===== src/eebpm_pkg.sv =====
// Constants, encodings and helpers for the block map and protection logic.
// Assumes a single 25 MHz clock domain; no timing figures are needed here.
package eebpm_pkg;
  localparam int NUM_BLOCKS = 18;
  localparam int MEM_DEPTH = 144;
  localparam int MEM_AW = 8;
  localparam int CNT_W = 16;
  localparam logic [4:0] USER_LAST_BLK = 5'h0F;
  localparam logic [4:0] PARAM_BLK = 5'h10;
  localparam logic [4:0] CTRL_BLK = 5'h11;
  localparam logic [7:0] CODE_UNLOCKED = 8'h00;
  localparam logic [7:0] CODE_EPROM = 8'h0A;
  localparam logic [7:0] CODE_LOCKED = 8'hAA;
  localparam logic [3:0] NIBBLE_WP = 4'hA;
  localparam logic [7:0] MEM_RESET = 8'h00;
  localparam logic [15:0] CNT_RESET = 16'h0000;
  localparam logic [15:0] CNT_MAX = 16'hFFFF;
  localparam logic [2:0] FIELD_LAST = 3'h3;
  localparam logic [2:0] BYTE_AFI = 3'h4;
  localparam logic [2:0] BYTE_U1 = 3'h5;
  localparam logic [2:0] LOCK_FIELD = 3'h4;
  localparam logic [2:0] LOCK_AFI = 3'h5;
  localparam logic [2:0] LOCK_U1 = 3'h6;
  localparam logic [2:0] LOCK_SELF = 3'h7;
  localparam logic [2:0] LAST_BYTE = 3'h7;
  localparam logic [3:0] DATA_COUNT = 4'h8;
  localparam logic [3:0] CUSTOM_COUNT = 4'hA;
  localparam logic [3:0] CNT_LO_IDX = 4'h8;

  // Byte address of byte i of a block: block number times eight plus i
  function automatic logic [7:0] byte_addr(input logic [4:0] blk, input logic [2:0] i);
    return {blk, i};
  endfunction

  // Write-cycle count after one more write, holding at the top value
  function automatic logic [15:0] cnt_next(input logic [15:0] c);
    return (c == CNT_MAX) ? c : c + 16'h0001;
  endfunction
endpackage


===== src/eebpm_store_if.sv =====
// Carrier between the controller and its byte store and counter bank.
// Assumes all three ends share one clock.
`timescale 1ns/10ps
`default_nettype none
interface eebpm_store_if;
  logic [7:0] mem_addr;
  logic mem_we;
  logic [7:0] mem_wdata;
  logic [7:0] mem_rdata;
  logic [4:0] cnt_blk;
  logic cnt_inc;
  logic [15:0] cnt_rdata;
  modport ctrl (output mem_addr, mem_we, mem_wdata, cnt_blk, cnt_inc,
                input mem_rdata, cnt_rdata);
  modport mem (input mem_addr, mem_we, mem_wdata, output mem_rdata);
  modport cnt (input cnt_blk, cnt_inc, output cnt_rdata);
endinterface
`default_nettype wire


===== src/eebpm_mem.sv =====
// Byte-wide store standing in for the nonvolatile array, registered read.
// Assumes reads and writes come from one controller; no reset, like the array.
`timescale 1ns/10ps
`default_nettype none
module eebpm_mem #(
  parameter int DEPTH = 144,
  parameter int AW = 8
) (
  input wire logic clk,
  eebpm_store_if.mem st
);
  import eebpm_pkg::*;
  // Array must be addressable with the given width
  if (DEPTH > (1 << AW) || DEPTH < 1)
  begin : g_chk
    $error("eebpm_mem depth does not fit address width");
  end
  // Factory state of the array; set at declaration so the write process is its only driver
  logic [7:0] mem [DEPTH] = '{default: MEM_RESET};
  // Write port; out of range writes are dropped
  always_ff @(posedge clk)
  begin
    if (st.mem_we && int'(st.mem_addr) < DEPTH)
      mem[st.mem_addr] <= st.mem_wdata;
  end
  // Registered read; out of range reads return zero
  always_ff @(posedge clk)
  begin
    st.mem_rdata <= (int'(st.mem_addr) < DEPTH) ? mem[st.mem_addr] : MEM_RESET;
  end
endmodule
`default_nettype wire


===== src/eebpm_wcc.sv =====
// Per-block write-cycle counters, one 16-bit word per block.
// Assumes the controller pulses cnt_inc once per accepted block write.
`timescale 1ns/10ps
`default_nettype none
module eebpm_wcc #(
  parameter int BLOCKS = 18
) (
  input wire logic clk,
  input wire logic arst_n,
  eebpm_store_if.cnt st
);
  import eebpm_pkg::*;
  if (BLOCKS < 1 || BLOCKS > 32)
  begin : g_chk
    $error("eebpm_wcc block count must be 1 to 32");
  end
  // Counters are nonvolatile, so reset does not touch them; zero at power-up only
  logic [15:0] cnt [BLOCKS] = '{default: CNT_RESET};
  // Advance on a write, saturating at the top value
  always_ff @(posedge clk)
  begin
    if (st.cnt_inc && int'(st.cnt_blk) < BLOCKS)
      cnt[st.cnt_blk] <= cnt_next(cnt[st.cnt_blk]);
  end
  // Registered read of the addressed block's count
  always_ff @(posedge clk)
  begin
    st.cnt_rdata <= (int'(st.cnt_blk) < BLOCKS) ? cnt[st.cnt_blk] : CNT_RESET;
  end
endmodule
`default_nettype wire


===== src/eebpm_top.sv =====
// Block map, protection and write-cycle counting for the fob memory.
// Assumes the command interpreter streams block bytes one per cycle.
`timescale 1ns/10ps
`default_nettype none
module eebpm_top (
  input wire logic clk,
  input wire logic arst_n,
  input wire logic req_valid,
  output logic req_ready,
  input wire logic req_write,
  input wire logic req_custom,
  input wire logic [4:0] req_block,
  input wire logic wr_valid,
  input wire logic [7:0] wr_byte,
  output logic rd_valid,
  output logic [7:0] rd_byte,
  output logic done,
  output logic refused
);
  import eebpm_pkg::*;

  // Controller phases
  typedef enum logic [2:0] {
    S_LOAD, S_IDLE, S_COLLECT, S_FETCH, S_DECIDE, S_COMMIT, S_READ, S_FINISH
  } eebpm_state_t;

  eebpm_state_t st_q; // Current phase
  logic [3:0] idx_q; // Byte index of the phase
  logic pend_q; // A read issued last cycle
  logic [3:0] pidx_q; // Index of that read
  logic [4:0] blk_q; // Block of the request
  logic custom_q; // Request wants the counter too
  logic refused_q; // Outcome of the last request
  logic rd_valid_q; // Read byte on rd_byte_q
  logic [7:0] rd_byte_q; // Read byte
  logic [7:0] buf_q [8]; // Incoming write bytes
  logic [7:0] old_q [8]; // Stored bytes before the write
  logic [7:0] prot_q [8]; // Shadow of block 11h
  logic [7:0] final_c [8]; // Bytes to be written
  logic refuse_c; // Write must be refused
  logic [3:0] lim_c; // Reads issued in this phase
  logic issue_c; // A store read this cycle
  logic [4:0] addr_blk_c; // Block the store is addressed in
  logic accept_c; // Request taken this cycle
  logic last_wr_c; // Last byte of a write arrives

  eebpm_store_if sif ();

  // Byte store holding all eighteen blocks
  eebpm_mem #(
    .DEPTH(MEM_DEPTH),
    .AW(MEM_AW)
  ) u_mem (
    .clk(clk),
    .st(sif)
  );

  // Hidden write-cycle counters, outside the byte map
  eebpm_wcc #(
    .BLOCKS(NUM_BLOCKS)
  ) u_wcc (
    .clk(clk),
    .arst_n(arst_n),
    .st(sif)
  );

  assign req_ready = (st_q == S_IDLE); // Closed while reloading
  assign accept_c = req_valid && req_ready;
  assign last_wr_c = (st_q == S_COLLECT) && wr_valid && (idx_q[2:0] == LAST_BYTE);
  assign done = (st_q == S_FINISH);
  assign refused = refused_q;
  assign rd_valid = rd_valid_q;
  assign rd_byte = rd_byte_q;

  // Custom reads run two bytes past the data
  assign lim_c = (st_q == S_READ && custom_q) ? CUSTOM_COUNT : DATA_COUNT;
  assign issue_c = (st_q == S_LOAD || st_q == S_FETCH || st_q == S_READ) && (idx_q < lim_c);
  // Reload always looks at the control block
  assign addr_blk_c = (st_q == S_LOAD) ? CTRL_BLK : blk_q;

  // Store port; bytes go in index order, byte 0 first
  assign sif.mem_addr = byte_addr(addr_blk_c, idx_q[2:0]);
  assign sif.mem_we = (st_q == S_COMMIT);
  assign sif.mem_wdata = final_c[idx_q[2:0]];
  assign sif.cnt_blk = blk_q;
  // One count per written block, with the last byte
  assign sif.cnt_inc = (st_q == S_COMMIT) && (idx_q[2:0] == LAST_BYTE);

  // Page code transition check: the EPROM code never changes, protect codes only gain bits
  function automatic logic page_code_ok(input logic [7:0] old, input logic [7:0] nw);
    if (old == CODE_EPROM)
      return nw == old;
    if (old[7:4] == NIBBLE_WP)
      return (nw[7:4] == NIBBLE_WP) && ((nw[3:0] & old[3:0]) == old[3:0]);
    return 1'b1;
  endfunction

  // Protection decision and merged data for a pending write
  always_comb
  begin
    logic [7:0] code;
    logic lock;
    code = prot_q[blk_q[3:2]]; // Page is block over four
    lock = 1'b0;
    refuse_c = (blk_q > CTRL_BLK); // Unmapped block
    // Per-block write protection in its page
    if (blk_q <= USER_LAST_BLK && code[7:4] == NIBBLE_WP && code[blk_q[1:0]])
      refuse_c = 1'b1;
    for (int i = 0; i < 8; i++)
    begin
      final_c[i] = buf_q[i];
      if (blk_q <= USER_LAST_BLK)
      begin
        // User area; emulated EPROM bits can only be cleared
        if (code == CODE_EPROM)
          final_c[i] = old_q[i] & buf_q[i];
      end
      else if (blk_q == PARAM_BLK)
      begin
        // Field, family id and first user byte locks; others free
        lock = (i <= int'(FIELD_LAST) && prot_q[LOCK_FIELD] == CODE_LOCKED)
            || (i == int'(BYTE_AFI) && prot_q[LOCK_AFI] == CODE_LOCKED)
            || (i == int'(BYTE_U1) && prot_q[LOCK_U1] == CODE_LOCKED);
        if (lock && buf_q[i] != old_q[i])
          refuse_c = 1'b1;
      end
      else if (blk_q == CTRL_BLK)
      begin
        if (i < 4)
        begin
          if (!page_code_ok(old_q[i], buf_q[i]))
            refuse_c = 1'b1;
        end
        else if (old_q[i] == CODE_LOCKED && buf_q[i] != old_q[i])
          refuse_c = 1'b1; // Each lock, self lock included, guards itself
      end
    end
  end

  // Phase sequencing
  always_ff @(posedge clk or negedge arst_n)
  begin
    if (!arst_n)
      st_q <= S_LOAD; // Re-read protection before serving anyone
    else
    begin
      unique case (st_q)
        S_LOAD:
          if (idx_q == DATA_COUNT && !pend_q)
            st_q <= S_IDLE;
        S_IDLE:
          if (accept_c)
          begin
            if (req_write)
              st_q <= S_COLLECT;
            else if (req_block > CTRL_BLK)
              st_q <= S_FINISH;
            else
              st_q <= S_READ;
          end
        S_COLLECT:
          if (last_wr_c)
            st_q <= S_FETCH;
        S_FETCH:
          if (idx_q == DATA_COUNT && !pend_q)
            st_q <= S_DECIDE;
        S_DECIDE:
          st_q <= refuse_c ? S_FINISH : S_COMMIT; // Refused writes store nothing
        S_COMMIT:
          if (idx_q[2:0] == LAST_BYTE)
            st_q <= S_FINISH;
        S_READ:
          if (idx_q == lim_c && !pend_q)
            st_q <= S_FINISH;
        S_FINISH:
          st_q <= S_IDLE;
      endcase
    end
  end

  // Byte index; cleared in S_IDLE, in S_DECIDE and on the last write byte
  always_ff @(posedge clk or negedge arst_n)
  begin
    if (!arst_n)
      idx_q <= 4'h0;
    else if (st_q == S_IDLE || st_q == S_DECIDE || last_wr_c)
      idx_q <= 4'h0;
    else if (issue_c || st_q == S_COMMIT || (st_q == S_COLLECT && wr_valid))
      idx_q <= idx_q + 4'h1;
  end

  // Track the one-cycle store read latency
  always_ff @(posedge clk or negedge arst_n)
  begin
    if (!arst_n)
    begin
      pend_q <= 1'b0;
      pidx_q <= 4'h0;
    end
    else
    begin
      pend_q <= issue_c;
      pidx_q <= idx_q;
    end
  end

  // Request capture and outcome
  always_ff @(posedge clk or negedge arst_n)
  begin
    if (!arst_n)
    begin
      blk_q <= 5'h00;
      custom_q <= 1'b0;
      refused_q <= 1'b0;
    end
    else if (accept_c)
    begin
      blk_q <= req_block;
      custom_q <= req_custom && !req_write;
      refused_q <= !req_write && (req_block > CTRL_BLK);
    end
    else if (st_q == S_DECIDE)
      refused_q <= refuse_c;
  end

  // Write bytes arrive byte 0 first
  always_ff @(posedge clk or negedge arst_n)
  begin
    if (!arst_n)
    begin
      for (int i = 0; i < 8; i++)
        buf_q[i] <= MEM_RESET;
    end
    else if (st_q == S_COLLECT && wr_valid)
      buf_q[idx_q[2:0]] <= wr_byte;
  end

  // Old contents, needed for lock compares and EPROM merging
  always_ff @(posedge clk or negedge arst_n)
  begin
    if (!arst_n)
    begin
      for (int i = 0; i < 8; i++)
        old_q[i] <= MEM_RESET;
    end
    else if (st_q == S_FETCH && pend_q)
      old_q[pidx_q[2:0]] <= sif.mem_rdata;
  end

  // Protection shadow: loaded after reset, kept in step with writes
  always_ff @(posedge clk or negedge arst_n)
  begin
    if (!arst_n)
    begin
      for (int i = 0; i < 8; i++)
        prot_q[i] <= CODE_UNLOCKED;
    end
    else if (st_q == S_LOAD && pend_q)
      prot_q[pidx_q[2:0]] <= sif.mem_rdata;
    else if (st_q == S_COMMIT && blk_q == CTRL_BLK)
      prot_q[idx_q[2:0]] <= final_c[idx_q[2:0]];
  end

  // Read stream: eight data bytes, then count low and high
  always_ff @(posedge clk or negedge arst_n)
  begin
    if (!arst_n)
    begin
      rd_valid_q <= 1'b0;
      rd_byte_q <= MEM_RESET;
    end
    else
    begin
      rd_valid_q <= (st_q == S_READ) && pend_q;
      if (pidx_q < CNT_LO_IDX)
        rd_byte_q <= sif.mem_rdata;
      else if (pidx_q == CNT_LO_IDX)
        rd_byte_q <= sif.cnt_rdata[7:0];
      else
        rd_byte_q <= sif.cnt_rdata[15:8];
    end
  end
endmodule
`default_nettype wire


===== config.mk =====
export PLATFORM = sky130hd
export DESIGN_NAME = eebpm_top
export DESIGN_NICKNAME = d
export VERILOG_FILES = /design/src/eebpm_pkg.sv /design/src/eebpm_store_if.sv /design/src/eebpm_mem.sv /design/src/eebpm_wcc.sv /design/src/eebpm_top.sv
export SDC_FILE = /design/constraint.sdc
export NUM_CORES = 2
export LEC_CHECK = 0
export BUFFER_PORTS_ARGS = -buffer_cell sky130_fd_sc_hd__buf_2
export CAP_MARGIN = 0
export CORE_MARGIN = 5
export CORE_UTILIZATION = 25
export CTS_CLUSTER_DIAMETER = 200
export DETAILED_ROUTE_END_ITERATION = 6
export GPL_ROUTABILITY_DRIVEN = 0
export PLACE_DENSITY = 0.5
export SLEW_MARGIN = 20
export SYNTH_ARGS = -nofsm -noshare
export SYNTH_HDL_FRONTEND = slang
export SYNTH_SLANG_ARGS = --single-unit

===== constraint.sdc =====
create_clock -name clk -period 14.5 [get_ports clk]
set_clock_uncertainty 0.05 [all_clocks]
set_input_delay 2.175 -clock clk [delete_from_list [all_inputs] [get_ports clk]]
set_output_delay 2.175 -clock clk [all_outputs]
set_load 0.01 [all_outputs]

==> results.json <==
{
  "final_net_count": 4490,
  "grt_use_met1": 0.214,
  "async_reset_ff_frac": 0.126,
  "path_class": "flop to flop",
  "final_common_cell": "edfxtp_1",
  "fin_util": 0.290,
  "yosysWarnings": 0,
  "grt_pass1_vias": 41654,
  "numCtsBuffers": 181,
  "root_buffer": "clkbuf_16",
  "slew_headroom": 0.142,
  "critPathMostFrequentCell": "buf_4",
  "drive_above_1_share": 0.179,
  "worstPathRequired_ps": 14820,
  "use_met2": 0.250,
  "use_met3": 0.0332,
  "antenna_found_initial": 10,
  "critPathMaxFanout": 87,
  "min_period_over_period": 0.395,
  "start_util": 0.251,
  "yosysTopAreaCell": "edfxtp_1",
  "hpwl_um": 136000,
  "final_cell_mix": "1440 x edfxtp_1, 297 x nor2_1, 237 x mux2_2",
  "clock_sinks": 1676,
  "io_pins": 31,
  "synth_cells": 4306,
  "routed_wl_um": 229000,
  "hold_violations": 0,
  "synth.avg_cell_area_um2": 15.8,
  "cts_tree": "done",
  "slowest_stage": "a31oi_1",
  "cp-start-kind": "flop",
  "wl_per_cell_um": 28.3,
  "yosys-top-cells-area": "edfxtp_1 64%, dfrtp_1 7.8%, mux2_2 3.9%, mux2i_1 2.6%, a22oi_1 2.4%",
  "leakage_nw": 25.8,
  "r2r-end": "u_mem.mem[78][3]$_DFFE_PP_",
  "dieArea_mm2": 0.283,
  "r2r_setup_slack_ps": 8770,
  "drv_slew": 0,
  "worst_pin_slew_ps": 1280,
  "drt_first_pass_iters": 7,
  "die_h_um": 532,
  "seq_area_mm2": 0.0491,
  "cts_resized": 0,
  "fin_crit_ps": 5730,
  "htree_levels": 4,
  "multi_input_area_mm2": 0.0180,
  "hold_path_class": "flop to flop",
  "cts_max_path_buffers": 3,
  "r2r_cells": 9,
  "cp.arrival_ps": 6050,
  "cts_setup_buffers": 0,
  "ys_seq_elements": 1676,
  "end_kind": "flop",
  "ir_worst_vdd_mv": 0.162,
  "synth-main-ff-cell": "edfxtp_1",
  "grt_use_total": 0.156,
  "io_buffers": 30,
  "critical_path.cell_chain": "buf_4 -> mux4_2 -> and4bb_1 -> nand4b_4 -> a221oi_1 -> a211oi_1 -> a31oi_1 -> nand2_4 -> buf_4",
  "rows": 191,
  "clock.fmax_mhz": 174,
  "ant_nets": 0,
  "clk_pin_slew_ps": 60,
  "grt_overflow": 0,
  "startpoint": "blk_q[2]$_DFFE_PN0P_",
  "synth.distinct_cells": 90,
  "die_w_um": 532,
  "ctsHoldBuffers": 0,
  "core_mm2": 0.271,
  "crit_path_end": "u_mem.mem[78][3]$_DFFE_PP_",
  "routed_via_density": 5.13,
  "grt_max_degree": 107,
  "synth_edf_count": 1440,
  "grt_first_pass_wirelength_um": 324000,
  "synth_top_area_frac": 0.636,
  "finalSetupViolCount": 0,
  "drt_iter0_markers": 4902,
  "synth_nets": 4412,
  "area_growth_pct": 15.4,
  "power.density_mw_per_mm2": 232,
  "clk_latency_ps": 820,
  "slowest_delay_ps": 830,
  "reg2reg_from": "blk_q[2]$_DFFE_PN0P_",
  "syn_area_mm2": 0.0680,
  "rsz0062_at_grt": "false",
  "vias": 41554,
  "fillers": 26971,
  "outcome": "completed",
  "seq_area_frac_synth": 0.721,
  "fin_tns_setup_ps": 0,
  "busiest_layer": "met2",
  "maxCapViolCount": 0,
  "drc": 0
}
cells in the mapped netlist (9+ instances only):
master and count:
nor2_1 324, a32oi_1 11, a22oi_1 221, and3_1 12
nand2b_1 11, a221o_1 31, a31oi_1 28, a22o_1 39
nand3_1 71, dfrtp_1 212, ha_1 87, o221ai_1 9
nand4_1 26, mux2i_1 174, clkbuf_1 152, dfxtp_1 24
mux2_2 237, a2111oi_0 12, a211oi_1 24, nor3_1 39
o21ai_0 149, buf_2 62, edfxtp_1 1440, nor4_1 17
o211ai_1 26, o22ai_1 9, buf_1 27, a221oi_1 144
nor4bb_1 13, buf_4 11, nand2_1 208, a222oi_1 10
a21oi_1 187, mux4_2 63, and2_1 17, inv_1 26
nor2b_1 12
per-layer routing:
layer,wire length [um],part of all wire
met4,7110,0.031
met5,25,0.00011
met2,105000,0.46
met3,18600,0.081
met1,97700,0.43
final cells by class:
class,count,area share
Tap cell,3570,0.0569
Multi-Input combinational cell,2340,0.229
Sequential cell,1676,0.625
Clock buffer,237,0.0626
Timing Repair Buffer,158,0.0148
Clock inverter,87,0.00984
Antenna cell,2,0.0000638
Inverter,27,0.00139
worst max-delay path: cells and delay by family, from the launching register on:
family          cells  cell delay (ps)
simple gates        3             1710
compound gates      3             1440
buf+inv             2              920
mux                 1              560
flops               1              320
worst min-delay path by stage:
| stage | from | endpoint | slack [ps] | depth (start not counted) |
|---|---|---|---|---|
| after floorplan | idx_q[0]$_DFFE_PN0P_ | pidx_q[0]$_DFF_PN0_ | 350 | 0 |
| after global placement | prot_q[11]$_DFFE_PN0P_ | prot_q[11]$_DFFE_PN0P_ | 430 | 2 |
| after detailed placement | prot_q[14]$_DFFE_PN0P_ | prot_q[14]$_DFFE_PN0P_ | 440 | 2 |
| after CTS | prot_q[14]$_DFFE_PN0P_ | prot_q[14]$_DFFE_PN0P_ | 450 | 2 |
| after global routing | prot_q[43]$_DFFE_PN0P_ | prot_q[43]$_DFFE_PN0P_ | 480 | 2 |
| final | prot_q[47]$_DFFE_PN0P_ | prot_q[47]$_DFFE_PN0P_ | 450 | 2 |
where the power goes:
group	total, mW	switching, mW	internal, mW
Combinational	6.40	4.73	1.68
Sequential	7.28	0.393	6.88
Clock	4.50	1.93	2.58
cells by family (layout without fill, tap and decap cells):
logic type	Yosys count	after routing	share of synthesized area
AO/OA/AOI/OAI	954	954	0.0984
XOR/XNOR	5	5	0.000644
adder cells (fa/ha/maj)	87	87	0.0160
buffers and inverters	290	509	0.0194
flip-flops	1676	1676	0.721
multiplexers	481	481	0.0884
other	0	2	0
AND/OR/NAND/NOR	813	813	0.0564
through the flow:
stage / std cells / setup slack [ps] / total power [mW] / area (um^2) / hold slack [ps]
after CTS: 8094 / 8920 / 18.2 / 78400 / 454
after detailed placement: 7770 / 8960 / 13.7 / 72700 / 438
after global routing: 8096 / 8610 / 18.8 / 78500 / 478
after floorplan: 4306 / 9910 / 10.8 / 68000 / 354
after global placement: 7770 / 8980 / 13.6 / 72700 / 433
final: 8097 / 8770 / 18.2 / 78500 / 454
sequential cells by signal, indices dropped and copies added, names as in the netlist:
signal,count
u_mem.mem,1152
u_wcc.cnt,288
buf_q,64
old_q,64
prot_q,56
u_wcc.st.cnt_rdata,16
rd_byte,8
u_mem.st.mem_rdata,8
blk_q,5
idx_q,4
pidx_q,4
st_q,3
custom_q,1
pend_q,1
rd_valid,1
refused,1
No activity file was read; power rests on OpenSTA's default activity.
